File: src/core/dpts_pkg.sv
/*
 * Shared constants for the page transaction sequencer: widths, request
 * cycle timing and the cycle counts derived from it.
 * Assumes a single 10 MHz clock shared by both ends.
 */
package dpts_pkg;
    // ============================================================
    // Widths
    localparam int DPTS_BANK_W = 3;
    localparam int DPTS_ROW_W = 4;
    localparam int DPTS_COL_W = 4;
    localparam int DPTS_DATA_W = 16;
    localparam int DPTS_TMR_W = 8;

    // ============================================================
    // Timing in ns
    localparam int DPTS_CLK_PERIOD_NS = 100;
    localparam int DPTS_COLUMN_CYCLE_TIME_NS = 200;
    localparam int DPTS_WRITE_DATA_DELAY_NS = 400;
    localparam int DPTS_READ_DATA_DELAY_NS = 600;
    localparam int DPTS_PRECHARGE_TO_ACTIVATE_TIME_NS = 600;
    localparam int DPTS_ROW_TO_COLUMN_READ_TIME_NS = 500;
    localparam int DPTS_ROW_TO_COLUMN_WRITE_TIME_NS = 100;
    localparam int DPTS_WRITE_TO_PRECHARGE_TIME_NS = 1100;
    localparam int DPTS_READ_TO_PRECHARGE_TIME_NS = 500;
    localparam int DPTS_MIN_ROW_ACTIVE_TIME_NS = 1000;

    // ============================================================
    // Least times, rounded up to whole cycles, at least one
    function automatic int dpts_cyc(input int ns);
        int c;
        c = (ns + DPTS_CLK_PERIOD_NS - 1) / DPTS_CLK_PERIOD_NS;
        return (c < 1) ? 1 : c;
    endfunction : dpts_cyc

    localparam int DPTS_CC_CYC = dpts_cyc(DPTS_COLUMN_CYCLE_TIME_NS);
    localparam int DPTS_WD_CYC = dpts_cyc(DPTS_WRITE_DATA_DELAY_NS);
    localparam int DPTS_RD_CYC = dpts_cyc(DPTS_READ_DATA_DELAY_NS);
    localparam int DPTS_RP_CYC = dpts_cyc(DPTS_PRECHARGE_TO_ACTIVATE_TIME_NS);
    localparam int DPTS_RCDR_CYC = dpts_cyc(DPTS_ROW_TO_COLUMN_READ_TIME_NS);
    localparam int DPTS_RCDW_CYC = dpts_cyc(DPTS_ROW_TO_COLUMN_WRITE_TIME_NS);
    localparam int DPTS_WRP_CYC = dpts_cyc(DPTS_WRITE_TO_PRECHARGE_TIME_NS);
    localparam int DPTS_RDP_CYC = dpts_cyc(DPTS_READ_TO_PRECHARGE_TIME_NS);
    localparam int DPTS_RAS_CYC = dpts_cyc(DPTS_MIN_ROW_ACTIVE_TIME_NS);
endpackage : dpts_pkg
File: src/core/dpts_link_if.sv
/*
 * Request and data link between controller and memory device.
 * Assumes both ends run on one clock; every signal is driven by a flop.
 */
`timescale 1ns/1ps
`default_nettype none
interface dpts_link_if;
    import dpts_pkg::*;
    // Activate request
    logic row_activate_cmd;
    logic [DPTS_BANK_W-1:0] act_bank;
    logic [DPTS_ROW_W-1:0] act_row;
    // Precharge request
    logic pre_cmd;
    logic [DPTS_BANK_W-1:0] pre_bank;
    // Column request
    logic col_cmd;
    logic col_write;
    logic [DPTS_BANK_W-1:0] col_bank;
    logic [DPTS_COL_W-1:0] col_addr;
    // Data packets
    logic wdat_valid;
    logic [DPTS_DATA_W-1:0] wdat;
    logic rdat_valid;
    logic [DPTS_DATA_W-1:0] rdat;

    modport ctrl (
        output row_activate_cmd, act_bank, act_row, pre_cmd, pre_bank,
        output col_cmd, col_write, col_bank, col_addr, wdat_valid, wdat,
        input rdat_valid, rdat
    );
    modport mem (
        input row_activate_cmd, act_bank, act_row, pre_cmd, pre_bank,
        input col_cmd, col_write, col_bank, col_addr, wdat_valid, wdat,
        output rdat_valid, rdat
    );
endinterface : dpts_link_if
`default_nettype wire

File: src/core/dpts_ctrl_end.sv
/*
 * Controller end: takes single-column requests, classifies them against
 * per-bank open state and issues precharge, activate and column packets
 * under per-bank spacing timers and one shared column timer; drives write data and returns read data.
 * Assumes the memory end on the same clock.
 */
`timescale 1ns/1ps
`default_nettype none
module dpts_ctrl_end
    import dpts_pkg::*;
#(
    parameter int CC_CYC = DPTS_CC_CYC,
    parameter int WD_CYC = DPTS_WD_CYC,
    parameter int RD_CYC = DPTS_RD_CYC,
    parameter int RP_CYC = DPTS_RP_CYC,
    parameter int RCDR_CYC = DPTS_RCDR_CYC,
    parameter int RCDW_CYC = DPTS_RCDW_CYC,
    parameter int WRP_CYC = DPTS_WRP_CYC,
    parameter int RDP_CYC = DPTS_RDP_CYC,
    parameter int RAS_CYC = DPTS_RAS_CYC
) (
    // Clock and reset
    input wire logic clk,
    input wire logic rst,
    // Page policy: high closes the bank after each access
    input wire logic close_policy,
    // Request
    input wire logic req_valid,
    output logic req_ready,
    input wire logic req_write,
    input wire logic [DPTS_BANK_W-1:0] req_bank,
    input wire logic [DPTS_ROW_W-1:0] req_row,
    input wire logic [DPTS_COL_W-1:0] req_col,
    input wire logic [DPTS_DATA_W-1:0] req_wdata,
    // Read answer
    output logic rsp_valid,
    output logic [DPTS_DATA_W-1:0] rsp_data,
    // Link
    dpts_link_if.ctrl link
);
    localparam int BANKS = 1 << DPTS_BANK_W;
    localparam logic [DPTS_TMR_W-1:0] T_CC = DPTS_TMR_W'(CC_CYC - 1);
    localparam logic [DPTS_TMR_W-1:0] T_RP = DPTS_TMR_W'(RP_CYC - 1);
    localparam logic [DPTS_TMR_W-1:0] T_RCDR = DPTS_TMR_W'(RCDR_CYC - 1);
    localparam logic [DPTS_TMR_W-1:0] T_RCDW = DPTS_TMR_W'(RCDW_CYC - 1);
    localparam logic [DPTS_TMR_W-1:0] T_WRP = DPTS_TMR_W'(WRP_CYC - 1);
    localparam logic [DPTS_TMR_W-1:0] T_RDP = DPTS_TMR_W'(RDP_CYC - 1);
    localparam logic [DPTS_TMR_W-1:0] T_RAS = DPTS_TMR_W'(RAS_CYC - 1);

    typedef enum logic [4:0] {
        S_IDLE = 5'h01,
        S_PRE = 5'h02,
        S_ACT = 5'h04,
        S_COL = 5'h08,
        S_CLOSE = 5'h10
    } dpts_ctrl_state_t;

    dpts_ctrl_state_t state_q, state_d;
    logic open_q [BANKS];
    logic open_d [BANKS];
    logic [DPTS_ROW_W-1:0] row_q [BANKS];
    logic [DPTS_ROW_W-1:0] row_d [BANKS];
    logic [DPTS_TMR_W-1:0] actw_q [BANKS];
    logic [DPTS_TMR_W-1:0] actw_d [BANKS];
    logic [DPTS_TMR_W-1:0] colr_q [BANKS];
    logic [DPTS_TMR_W-1:0] colr_d [BANKS];
    logic [DPTS_TMR_W-1:0] colw_q [BANKS];
    logic [DPTS_TMR_W-1:0] colw_d [BANKS];
    logic [DPTS_TMR_W-1:0] prew_q [BANKS];
    logic [DPTS_TMR_W-1:0] prew_d [BANKS];
    logic [DPTS_TMR_W-1:0] ccw_q, ccw_d;
    logic wr_q, wr_d;
    logic [DPTS_BANK_W-1:0] bank_q, bank_d;
    logic [DPTS_ROW_W-1:0] rrow_q, rrow_d;
    logic [DPTS_COL_W-1:0] col_q, col_d;
    logic [DPTS_DATA_W-1:0] data_q, data_d;
    logic act_q, act_d, pre_q, pre_d, colc_q, colc_d, colw_o_q, colw_o_d;
    logic [DPTS_BANK_W-1:0] actb_q, actb_d, preb_q, preb_d, colb_q, colb_d;
    logic [DPTS_ROW_W-1:0] actr_q, actr_d;
    logic [DPTS_COL_W-1:0] cola_q, cola_d;
    logic wp_v_q [WD_CYC];
    logic wp_v_d [WD_CYC];
    logic [DPTS_DATA_W-1:0] wp_d_q [WD_CYC];
    logic [DPTS_DATA_W-1:0] wp_d_d [WD_CYC];
    logic rp_v_q [RD_CYC+1];
    logic rp_v_d [RD_CYC+1];
    logic wv_q, wv_d;
    logic [DPTS_DATA_W-1:0] wdat_q, wdat_d;
    logic [DPTS_TMR_W-1:0] whold_q, whold_d;
    logic rdy_q, rdy_d, rspv_q, rspv_d;
    logic [DPTS_DATA_W-1:0] rspd_q, rspd_d;
    logic [DPTS_TMR_W-1:0] gap;

    // ============================================================
    // Sequencer next state
    always_comb begin
        state_d = state_q;
        open_d = open_q;
        row_d = row_q;
        ccw_d = (ccw_q != '0) ? ccw_q - 1'b1 : ccw_q;
        for (int b = 0; b < BANKS; b++) begin
            actw_d[b] = (actw_q[b] != '0) ? actw_q[b] - 1'b1 : actw_q[b];
            colr_d[b] = (colr_q[b] != '0) ? colr_q[b] - 1'b1 : colr_q[b];
            colw_d[b] = (colw_q[b] != '0) ? colw_q[b] - 1'b1 : colw_q[b];
            prew_d[b] = (prew_q[b] != '0) ? prew_q[b] - 1'b1 : prew_q[b];
        end
        wr_d = wr_q;
        bank_d = bank_q;
        rrow_d = rrow_q;
        col_d = col_q;
        data_d = data_q;
        act_d = 1'b0;
        pre_d = 1'b0;
        colc_d = 1'b0;
        colw_o_d = colw_o_q;
        actb_d = actb_q;
        preb_d = preb_q;
        colb_d = colb_q;
        actr_d = actr_q;
        cola_d = cola_q;
        gap = wr_q ? T_WRP : T_RDP;
        case (state_q)
            S_IDLE: begin
                if (req_valid) begin
                    wr_d = req_write;
                    bank_d = req_bank;
                    rrow_d = req_row;
                    col_d = req_col;
                    data_d = req_wdata;
                    if (!open_q[req_bank]) begin
                        state_d = S_ACT;
                    end else if (row_q[req_bank] == req_row) begin
                        state_d = S_COL;
                    end else begin
                        state_d = S_PRE;
                    end
                end
            end
            S_PRE, S_CLOSE: begin
                if (prew_q[bank_q] == '0) begin
                    pre_d = 1'b1;
                    preb_d = bank_q;
                    open_d[bank_q] = 1'b0;
                    actw_d[bank_q] = T_RP;
                    state_d = (state_q == S_PRE) ? S_ACT : S_IDLE;
                end
            end
            S_ACT: begin
                if (actw_q[bank_q] == '0) begin
                    act_d = 1'b1;
                    actb_d = bank_q;
                    actr_d = rrow_q;
                    open_d[bank_q] = 1'b1;
                    row_d[bank_q] = rrow_q;
                    colr_d[bank_q] = T_RCDR;
                    colw_d[bank_q] = T_RCDW;
                    prew_d[bank_q] = T_RAS;
                    state_d = S_COL;
                end
            end
            S_COL: begin
                if (ccw_q == '0 && (wr_q ? colw_q[bank_q] : colr_q[bank_q]) == '0) begin
                    colc_d = 1'b1;
                    colw_o_d = wr_q;
                    colb_d = bank_q;
                    cola_d = col_q;
                    ccw_d = T_CC;
                    // Longer of row-active and column-to-precharge governs
                    if (gap > prew_d[bank_q]) begin
                        prew_d[bank_q] = gap;
                    end
                    state_d = close_policy ? S_CLOSE : S_IDLE;
                end
            end
            default: begin
                state_d = S_IDLE;
            end
        endcase
        rdy_d = (state_d == S_IDLE);
    end

    // ============================================================
    // Data path next state
    always_comb begin
        wp_v_d[0] = colc_d && wr_q;
        wp_d_d[0] = data_q;
        for (int i = 1; i < WD_CYC; i++) begin
            wp_v_d[i] = wp_v_q[i-1];
            wp_d_d[i] = wp_d_q[i-1];
        end
        rp_v_d[0] = colc_d && !wr_q;
        for (int i = 1; i <= RD_CYC; i++) begin
            rp_v_d[i] = rp_v_q[i-1];
        end
        wv_d = wv_q;
        wdat_d = wdat_q;
        whold_d = whold_q;
        if (wp_v_q[WD_CYC-1]) begin
            wv_d = 1'b1;
            wdat_d = wp_d_q[WD_CYC-1];
            whold_d = T_CC;
        end else if (whold_q != '0) begin
            whold_d = whold_q - 1'b1;
        end else begin
            wv_d = 1'b0;
        end
        rspv_d = rp_v_q[RD_CYC] && link.rdat_valid;
        rspd_d = rp_v_q[RD_CYC] ? link.rdat : rspd_q;
    end

    // ============================================================
    // Registers
    always_ff @(posedge clk) begin
        if (rst) begin
            state_q <= S_IDLE;
            for (int b = 0; b < BANKS; b++) begin
                open_q[b] <= 1'b0;
                row_q[b] <= '0;
                actw_q[b] <= '0;
                colr_q[b] <= '0;
                colw_q[b] <= '0;
                prew_q[b] <= '0;
            end
            for (int i = 0; i < WD_CYC; i++) begin
                wp_v_q[i] <= 1'b0;
                wp_d_q[i] <= '0;
            end
            for (int i = 0; i <= RD_CYC; i++) begin
                rp_v_q[i] <= 1'b0;
            end
            ccw_q <= '0;
            {wr_q, bank_q, rrow_q, col_q, data_q} <= '0;
            {act_q, pre_q, colc_q, colw_o_q} <= '0;
            {actb_q, preb_q, colb_q, actr_q, cola_q} <= '0;
            {wv_q, wdat_q, whold_q} <= '0;
            {rdy_q, rspv_q, rspd_q} <= '0;
        end else begin
            state_q <= state_d;
            open_q <= open_d;
            row_q <= row_d;
            actw_q <= actw_d;
            colr_q <= colr_d;
            colw_q <= colw_d;
            prew_q <= prew_d;
            wp_v_q <= wp_v_d;
            wp_d_q <= wp_d_d;
            rp_v_q <= rp_v_d;
            ccw_q <= ccw_d;
            {wr_q, bank_q, rrow_q, col_q, data_q} <= {wr_d, bank_d, rrow_d, col_d, data_d};
            {act_q, pre_q, colc_q, colw_o_q} <= {act_d, pre_d, colc_d, colw_o_d};
            {actb_q, preb_q, colb_q, actr_q, cola_q} <= {actb_d, preb_d, colb_d, actr_d, cola_d};
            {wv_q, wdat_q, whold_q} <= {wv_d, wdat_d, whold_d};
            {rdy_q, rspv_q, rspd_q} <= {rdy_d, rspv_d, rspd_d};
        end
    end

    assign req_ready = rdy_q;
    assign rsp_valid = rspv_q;
    assign rsp_data = rspd_q;
    assign link.row_activate_cmd = act_q;
    assign link.act_bank = actb_q;
    assign link.act_row = actr_q;
    assign link.pre_cmd = pre_q;
    assign link.pre_bank = preb_q;
    assign link.col_cmd = colc_q;
    assign link.col_write = colw_o_q;
    assign link.col_bank = colb_q;
    assign link.col_addr = cola_q;
    assign link.wdat_valid = wv_q;
    assign link.wdat = wdat_q;
endmodule : dpts_ctrl_end
`default_nettype wire

File: src/flat_wrapper.sv
// flat-port wrapper written by rule: the top's interface ports become plain ports
module dpts_ctrl_end_flat import dpts_pkg::*;
#(
    parameter int CC_CYC = DPTS_CC_CYC,
    parameter int WD_CYC = DPTS_WD_CYC,
    parameter int RD_CYC = DPTS_RD_CYC,
    parameter int RP_CYC = DPTS_RP_CYC,
    parameter int RCDR_CYC = DPTS_RCDR_CYC,
    parameter int RCDW_CYC = DPTS_RCDW_CYC,
    parameter int WRP_CYC = DPTS_WRP_CYC,
    parameter int RDP_CYC = DPTS_RDP_CYC,
    parameter int RAS_CYC = DPTS_RAS_CYC
)
  (clk, rst, close_policy, req_valid, req_ready, req_write, req_bank, req_row, req_col, req_wdata, rsp_valid, rsp_data, link_row_activate_cmd, link_act_bank, link_act_row, link_pre_cmd, link_pre_bank, link_col_cmd, link_col_write, link_col_bank, link_col_addr, link_wdat_valid, link_wdat, link_rdat_valid, link_rdat);
  dpts_link_if link_i ();
  input wire logic clk;
  input wire logic rst;
  input wire logic close_policy;
  input wire logic req_valid;
  output logic req_ready;
  input wire logic req_write;
  input wire logic [DPTS_BANK_W-1:0] req_bank;
  input wire logic [DPTS_ROW_W-1:0] req_row;
  input wire logic [DPTS_COL_W-1:0] req_col;
  input wire logic [DPTS_DATA_W-1:0] req_wdata;
  output logic rsp_valid;
  output logic [DPTS_DATA_W-1:0] rsp_data;
  output wire logic [$bits(link_i.row_activate_cmd)-1:0] link_row_activate_cmd;
  output wire logic [$bits(link_i.act_bank)-1:0] link_act_bank;
  output wire logic [$bits(link_i.act_row)-1:0] link_act_row;
  output wire logic [$bits(link_i.pre_cmd)-1:0] link_pre_cmd;
  output wire logic [$bits(link_i.pre_bank)-1:0] link_pre_bank;
  output wire logic [$bits(link_i.col_cmd)-1:0] link_col_cmd;
  output wire logic [$bits(link_i.col_write)-1:0] link_col_write;
  output wire logic [$bits(link_i.col_bank)-1:0] link_col_bank;
  output wire logic [$bits(link_i.col_addr)-1:0] link_col_addr;
  output wire logic [$bits(link_i.wdat_valid)-1:0] link_wdat_valid;
  output wire logic [$bits(link_i.wdat)-1:0] link_wdat;
  input wire logic [$bits(link_i.rdat_valid)-1:0] link_rdat_valid;
  input wire logic [$bits(link_i.rdat)-1:0] link_rdat;
  assign link_row_activate_cmd = link_i.row_activate_cmd;
  assign link_act_bank = link_i.act_bank;
  assign link_act_row = link_i.act_row;
  assign link_pre_cmd = link_i.pre_cmd;
  assign link_pre_bank = link_i.pre_bank;
  assign link_col_cmd = link_i.col_cmd;
  assign link_col_write = link_i.col_write;
  assign link_col_bank = link_i.col_bank;
  assign link_col_addr = link_i.col_addr;
  assign link_wdat_valid = link_i.wdat_valid;
  assign link_wdat = link_i.wdat;
  assign link_i.rdat_valid = link_rdat_valid;
  assign link_i.rdat = link_rdat;
  dpts_ctrl_end #(.CC_CYC(CC_CYC), .WD_CYC(WD_CYC), .RD_CYC(RD_CYC), .RP_CYC(RP_CYC), .RCDR_CYC(RCDR_CYC), .RCDW_CYC(RCDW_CYC), .WRP_CYC(WRP_CYC), .RDP_CYC(RDP_CYC), .RAS_CYC(RAS_CYC)) u_core (.clk(clk), .rst(rst), .close_policy(close_policy), .req_valid(req_valid), .req_ready(req_ready), .req_write(req_write), .req_bank(req_bank), .req_row(req_row), .req_col(req_col), .req_wdata(req_wdata), .rsp_valid(rsp_valid), .rsp_data(rsp_data), .link(link_i));
endmodule
File: config.mk
export PLATFORM = sky130hd
export DESIGN_NAME = dpts_ctrl_end_flat
export DESIGN_NICKNAME = d
export VERILOG_FILES = /design/src/core/dpts_pkg.sv /design/src/core/dpts_link_if.sv /design/src/core/dpts_ctrl_end.sv /design/src/flat_wrapper.sv
export SDC_FILE = /design/constraint.sdc
export NUM_CORES = 1
export LEC_CHECK = 0
export ABC_CLOCK_PERIOD_IN_PS = 12340
export BUFFER_PORTS_ARGS = -buffer_cell sky130_fd_sc_hd__buf_2
export CORE_UTILIZATION = 35
export CTS_CLUSTER_SIZE = 10
export DETAILED_ROUTE_END_ITERATION = 16
export PLACE_DENSITY = 0.6
export SETUP_SLACK_MARGIN = 0.5
export SLEW_MARGIN = 20
export SYNTH_ARGS = -nofsm -noshare
export SYNTH_HDL_FRONTEND = slang
export SYNTH_SLANG_ARGS = --single-unit
File: constraint.sdc
create_clock -name clk -period 12.34 [get_ports clk]
set_input_delay 0.617 -clock clk [delete_from_list [all_inputs] [get_ports clk]]
set_output_delay 0.617 -clock clk [all_outputs]
set_load 0.02 [all_outputs]
# Word level (Yosys, flattened, before mapping)
# Cells that the tools add are included.
# classes
add_sub_neg	34
order_cmp	4
n_eq_ne	10
muxes	96
bitwise	18
n_reduce_logical	55
# ops
op	n
$mux 64	9
$mux 8	49
$reduce_bool 8->1	34
$sub 8x1->8 const B	34
$pmux 64 s2	1
$bmux 8 s3	5
$and 48x48->48	2
$not 48->48	2
$and 64x64->64	1
$bwmux 64	1
$not 64->64	1
$and 56x56->56	1
$not 56->56	1
$bwmux 32	1
$logic_not 8->1	4
$or 16x16->16	2
$mux 5	6
$demux 8 s3	1
$mux 4	5
$pmux 5 s4	1
$or 8x8->8	2
$pmux 8 s2	1
$bmux 4 s3	1
$demux 4 s3	1
24 further kinds	51
# totals
ff_bits	476
in_bits	49
wordCells	303

# Depth between registers and ports, before layout
# logic_depth
depth_word	10
ltp_mapped	20
ltp_nobuf	18

# Least setup slack after synthesis
# OpenSTA, ideal clock, no wires.
# synth_timing
path_kind	reg-to-reg
start	reg u_core.bank_q[0]
end	reg u_core.prew_q[11] (netlist name)
setup_ns	0.086
t_arrival_ns	3.969
setup_slack_ns	8.285
path_stages_with_launch	21
path_buffers	6
synth_period_minus_slack_ns	4.055
path_cell_list	dfxtp_1 buf_2 buf_2 buf_1 clkbuf_1 nand3_1 o21ai_0 o22ai_1 o21ai_0 o221ai_1 ha_1 a21o_1 a21oi_1 or4_1 or4_4 nor2_4 and3_4 buf_6 buf_6 o21ai_1 a221oi_2
# synth_via
elab_chain_cells	9
elab_cells_between_ends	29
classes_between	order compare: 3; mux: 20; bitwise: 2; reduce/logical: 4
# synth_lines
item	line	source
start, declared	dpts_ctrl_end.sv:73	logic [DPTS_BANK_W-1:0] bank_q, bank_d;
start signal, assigned	dpts_ctrl_end.sv:249	{wr_q, bank_q, rrow_q, col_q, data_q} <= {wr_d, bank_d, rrow_d, col_d, data_d};
$not 3->4 (implied by the code) (*)	n/a	
parallel branches: the longest is 7 deep, another holds $gt 8x8->1	n/a	
$pmux 64 s2 (*)	dpts_ctrl_end.sv:122	case (state_q)
end signal, assigned	dpts_ctrl_end.sv:244	prew_q <= prew_d;
end, declared	dpts_ctrl_end.sv:69	logic [DPTS_TMR_W-1:0] prew_q [BANKS];
# Mark *: on every way between the ends. The select of a mux whose other input is x is not followed.
# A chain may end at the register's enable or synchronous reset.

# Final worst setup path
# layout_timing
start	reg u_core.prew_q[24] (netlist name)
end	reg u_core.prew_q[41] (netlist name)
# layout_via
elab_chain_cells	9
elab_cells_between_ends	10
classes_between	add/sub: 1; order compare: 1; mux: 7; reduce/logical: 1
# layout_lines
item	line	source
$sub 8x1->8 or $reduce_bool 8->1 (tied branches)	dpts_ctrl_end.sv:105	prew_d[b] = (prew_q[b] != '0) ? prew_q[b] - 1'b1 : prew_q[b];
$mux 8 (*)	dpts_ctrl_end.sv:105	
$bmux 8 s3 (*)	dpts_ctrl_end.sv:169	if (gap > prew_d[bank_q]) begin
$mux 8 (implied by the code) (*) (2 in series)	dpts_ctrl_end.sv:169	
$gt 8x8->1 (*)	dpts_ctrl_end.sv:169	
$mux 64 (*)	dpts_ctrl_end.sv:169	
$mux 64 (*)	dpts_ctrl_end.sv:162	if (ccw_q == '0 && (wr_q ? colw_q[bank_q] : colr_q[bank_q]) == '0) begin
$pmux 64 s2 (*)	dpts_ctrl_end.sv:122	
# Mark *: on every way between the ends. The rest lies on a longest branch, timed or not. The select of a mux whose other input is x is not followed.

==> reports/metrics.cfg <==
[timing]
worst-slew-pin-transition_ps = 1100
timing_max_transition_violations_final = 0
finalSetupViolations = 0
tns_ps = 0
finalWorstPathRequiredPeriod_ps = 4980
maxSlewHeadroom = 0.267
fin_skew_ps = 54.7
clock.fmax_mhz = 201
hold_viol_final = 0
post-route-period-util = 0.403
unrepaired_setup_endpoints_after_global_routing = false

[clock_tree]
htree_levels = 2
tritoncts_num_sinks = 476
cts_hold_buffers = 0
clk_latency_ps = 650
clock_tree.buffer_depth = 3
tritoncts = yes
tritoncts.num_buffers = 55
clockRootBuffer = sky130_fd_sc_hd__clkbuf_16
cts_repair_resize_count = 0
post-cts-setup-buffers = 0
clk_pin_slew_ps = 60

[die]
std_cell_rows = 91
chipWidth_um = 251
io_pins = 105
die_h_um = 251
effective_utilization_at_floorplan = 0.354
floorplan.die_area_um2 = 63200
core_area_um2 = 61600

[critical_path]
worst_path_largest_cell_delay_ps = 560
worstReg2RegStart = u_core.prew_q[24]
crit_cells = 18
rr_endpoint = u_core.prew_q[41]
rrSetupSlack_ps = 7360
crit_type = register to register
worst-endpoint-required_ps = 12800
crit_path_max_fanout = 13
end_kind = register
worst_path_dominant_cell_family = simple AND/OR/NAND/NOR gates
r2r_cells = 18
slowest_stage = sky130_fd_sc_hd__nor3b_1
critPathLaunchType = register
critical_path_buf_inv_count = 1
timing.critical_path.cells = inv_1 -> ha_1 -> nor3b_1 -> nand2_1 -> nor2_1 -> a211oi_1 -> a211oi_1 -> a211oi_1 -> a21oi_1 -> ha_1 -> a21o_1 -> a21oi_1 -> or4_1 -> or4_4 -> nor2_4 -> a31oi_2 -> o21ai_1 -> o22ai_1
critPathArrivalTime_ps = 5440
critPathMostFrequentCell = sky130_fd_sc_hd__a211oi_1

[finish]
final-seq-area_um2 = 9530
diodes = 0
layout-drive-gt1-share = 0.102
most-common-layout-cells = sky130_fd_sc_hd__nor2_1 (474), sky130_fd_sc_hd__dfxtp_1 (474), sky130_fd_sc_hd__nand2_1 (226)
multi_input_area_um2 = 11500
fillerInstances = 6152
final_net_count = 2714
areaGrowthSynthToFinish_pct = 13.5

[global_routing]
global_route.usage.total = 0.183
antenna_found_initial = 0
first_global_vias = 17100
grt_pass1_wl_mm = 92.9
globalRouteOverflowTotal = 0
grt_start_max_net_pins = 110

[yosys]
avgSynthCellArea_um2 = 8.71
synth-seq-area-share = 0.438
synth_area_um2 = 21800
postSynthRegisterBits = 476
synth.distinct_cells = 85
synth-main-ff-cell = sky130_fd_sc_hd__dfxtp_1
postSynthCellCount = 2501
synth-async-reset-ratio = 0
synth.yosys.warnings = 0
edff_count_synth = 0
synth_nets = 2620

[min_path]
min_path_type = input pin to register
worst_hold_startpoint = req_wdata[5]
hold_depth = 3
worst_hold_path.endpoint = u_core.data_q[5]

[route]
ant_nets = 0
firstDrtPassIters = 5
wl_per_cell_um = 17.0
remaining_drc_errors = 0
via_count = 17700
routed_via_density = 5.13
dr.first_iter.drc_count = 1313
total_wire_length_mm = 58.5

[placed_design]
finalWeightedCongestion = 0.921
detailed_place_hpwl_mm = 42.2
buffers_on_ports = 104

[power_and_ir_drop]
p_per_area_nw_per_um2 = 273
irDropWorstVdd_uv = 123
cellLeakagePower_nw = 9.78
power_mw = 6.75

[status]
outcome = finished clean

[flow_run]
maxCapViolCount = 0

[synth_stat cells (all sizes together) (21+ instances only)]
cell    instances  share of area
nor4           29         0.0093
nor2b          80          0.023
dfxtp         476           0.44
clkbuf         58          0.010
nand3          39         0.0092
or4            21         0.0076
xnor2         119          0.048
a211oi         23         0.0084
nand2         226          0.039
nor3          119          0.030
or3            23         0.0066
ha             70          0.040
mux2i          93          0.043
nand3b         22         0.0076
o21ai          51          0.012
nor2          475          0.082
buf            33         0.0081
a21oi         125          0.030
xor2           95          0.038
inv            93          0.016
[report_power, final]
part,internal [mW],switching (mW)
clock,0.836,0.630
combinational,1.23,1.68
sequential,1.96,0.428
total,4.02,2.73
[cells by family (layout without fill, tap and decap cells)]
logic type                 after synthesis  in the layout  synth area share
DFF                                    476            476             0.438
buffers and inverters                  186            296            0.0345
and+or+nand+nor                       1137           1137             0.250
muxes                                  111            111            0.0593
xor gates and xnor gates               214            214            0.0861
adders and majority gates               70             70            0.0402
AOI/OAI and AO/OA                      307            307            0.0920
[tightest hold or removal path, delay by kind of cell]
kind                   cells  cell delay [ps]
AND/OR/NAND/NOR            1               50
AO/OA/AOI/OAI              1               50
buffers and inverters      1               90
[worst max path at each step]
stage / from / end / slack, ps
after floorplan: u_core.bank_q[0] / u_core.prew_q[11] / 8280
after global placement: u_core.bank_q[1] / u_core.prew_q[1] / 7570
after detailed placement: u_core.bank_q[2] / u_core.prew_q[1] / 7380
after CTS: u_core.bank_q[2] / u_core.prew_q[42] / 7320
after global routing: u_core.prew_q[24] / u_core.prew_q[42] / 7040
final: u_core.prew_q[24] / u_core.prew_q[41] / 7360
[routing by layer]
layer  vias up  share of wire  global-route usage
li1       8697              -                   -
met1      8433           0.46               0.243
met2       429           0.46               0.299
met3       131          0.050              0.0263
met4         0          0.032              0.0685
met5         -              0                   0
[stage by stage]
stage          cells  setup slack, ps  area, µm²  hold slack, ps   util
3_3_place_gp    3375             7570      23200             417  0.376
3_5_place_dp    3375             7380      23200             423  0.376
4_1_cts         3448             7320      24700             181  0.401
6_report        3448             7360      24700             213  0.401
2_1_floorplan   2501             8280      21800             414      -
5_1_grt         3448             7040      24700             207  0.401
[state kept, by name, indices dropped and copies added (netlist names), 6 cells and up, named ones only]
| signal | flops |
|---|---|
| u_core.whold_q | 8 |
| u_core.prew_q | 64 |
| u_core.row_q | 32 |
| u_core.rp_v_d | 6 |
| u_core.data_q | 16 |
| u_core.colw_q | 64 |
| u_core.actw_q | 64 |
| u_core.wp_d_d | 48 |
| u_core.rsp_data | 16 |
| u_core.wp_d_q | 16 |
| u_core.link.wdat | 16 |
| u_core.ccw_q | 8 |
| u_core.colr_q | 64 |
[cell type report]
cell class | instances | area share
multi-input combinational | 1839 | 0.466
sequential | 476 | 0.386
clock buffer | 67 | 0.0583
tap | 837 | 0.0424
timing repair buffer | 128 | 0.0288
inverter | 95 | 0.0144
clock inverter | 6 | 0.00486
No activity file was read; power rests on OpenSTA's default activity.
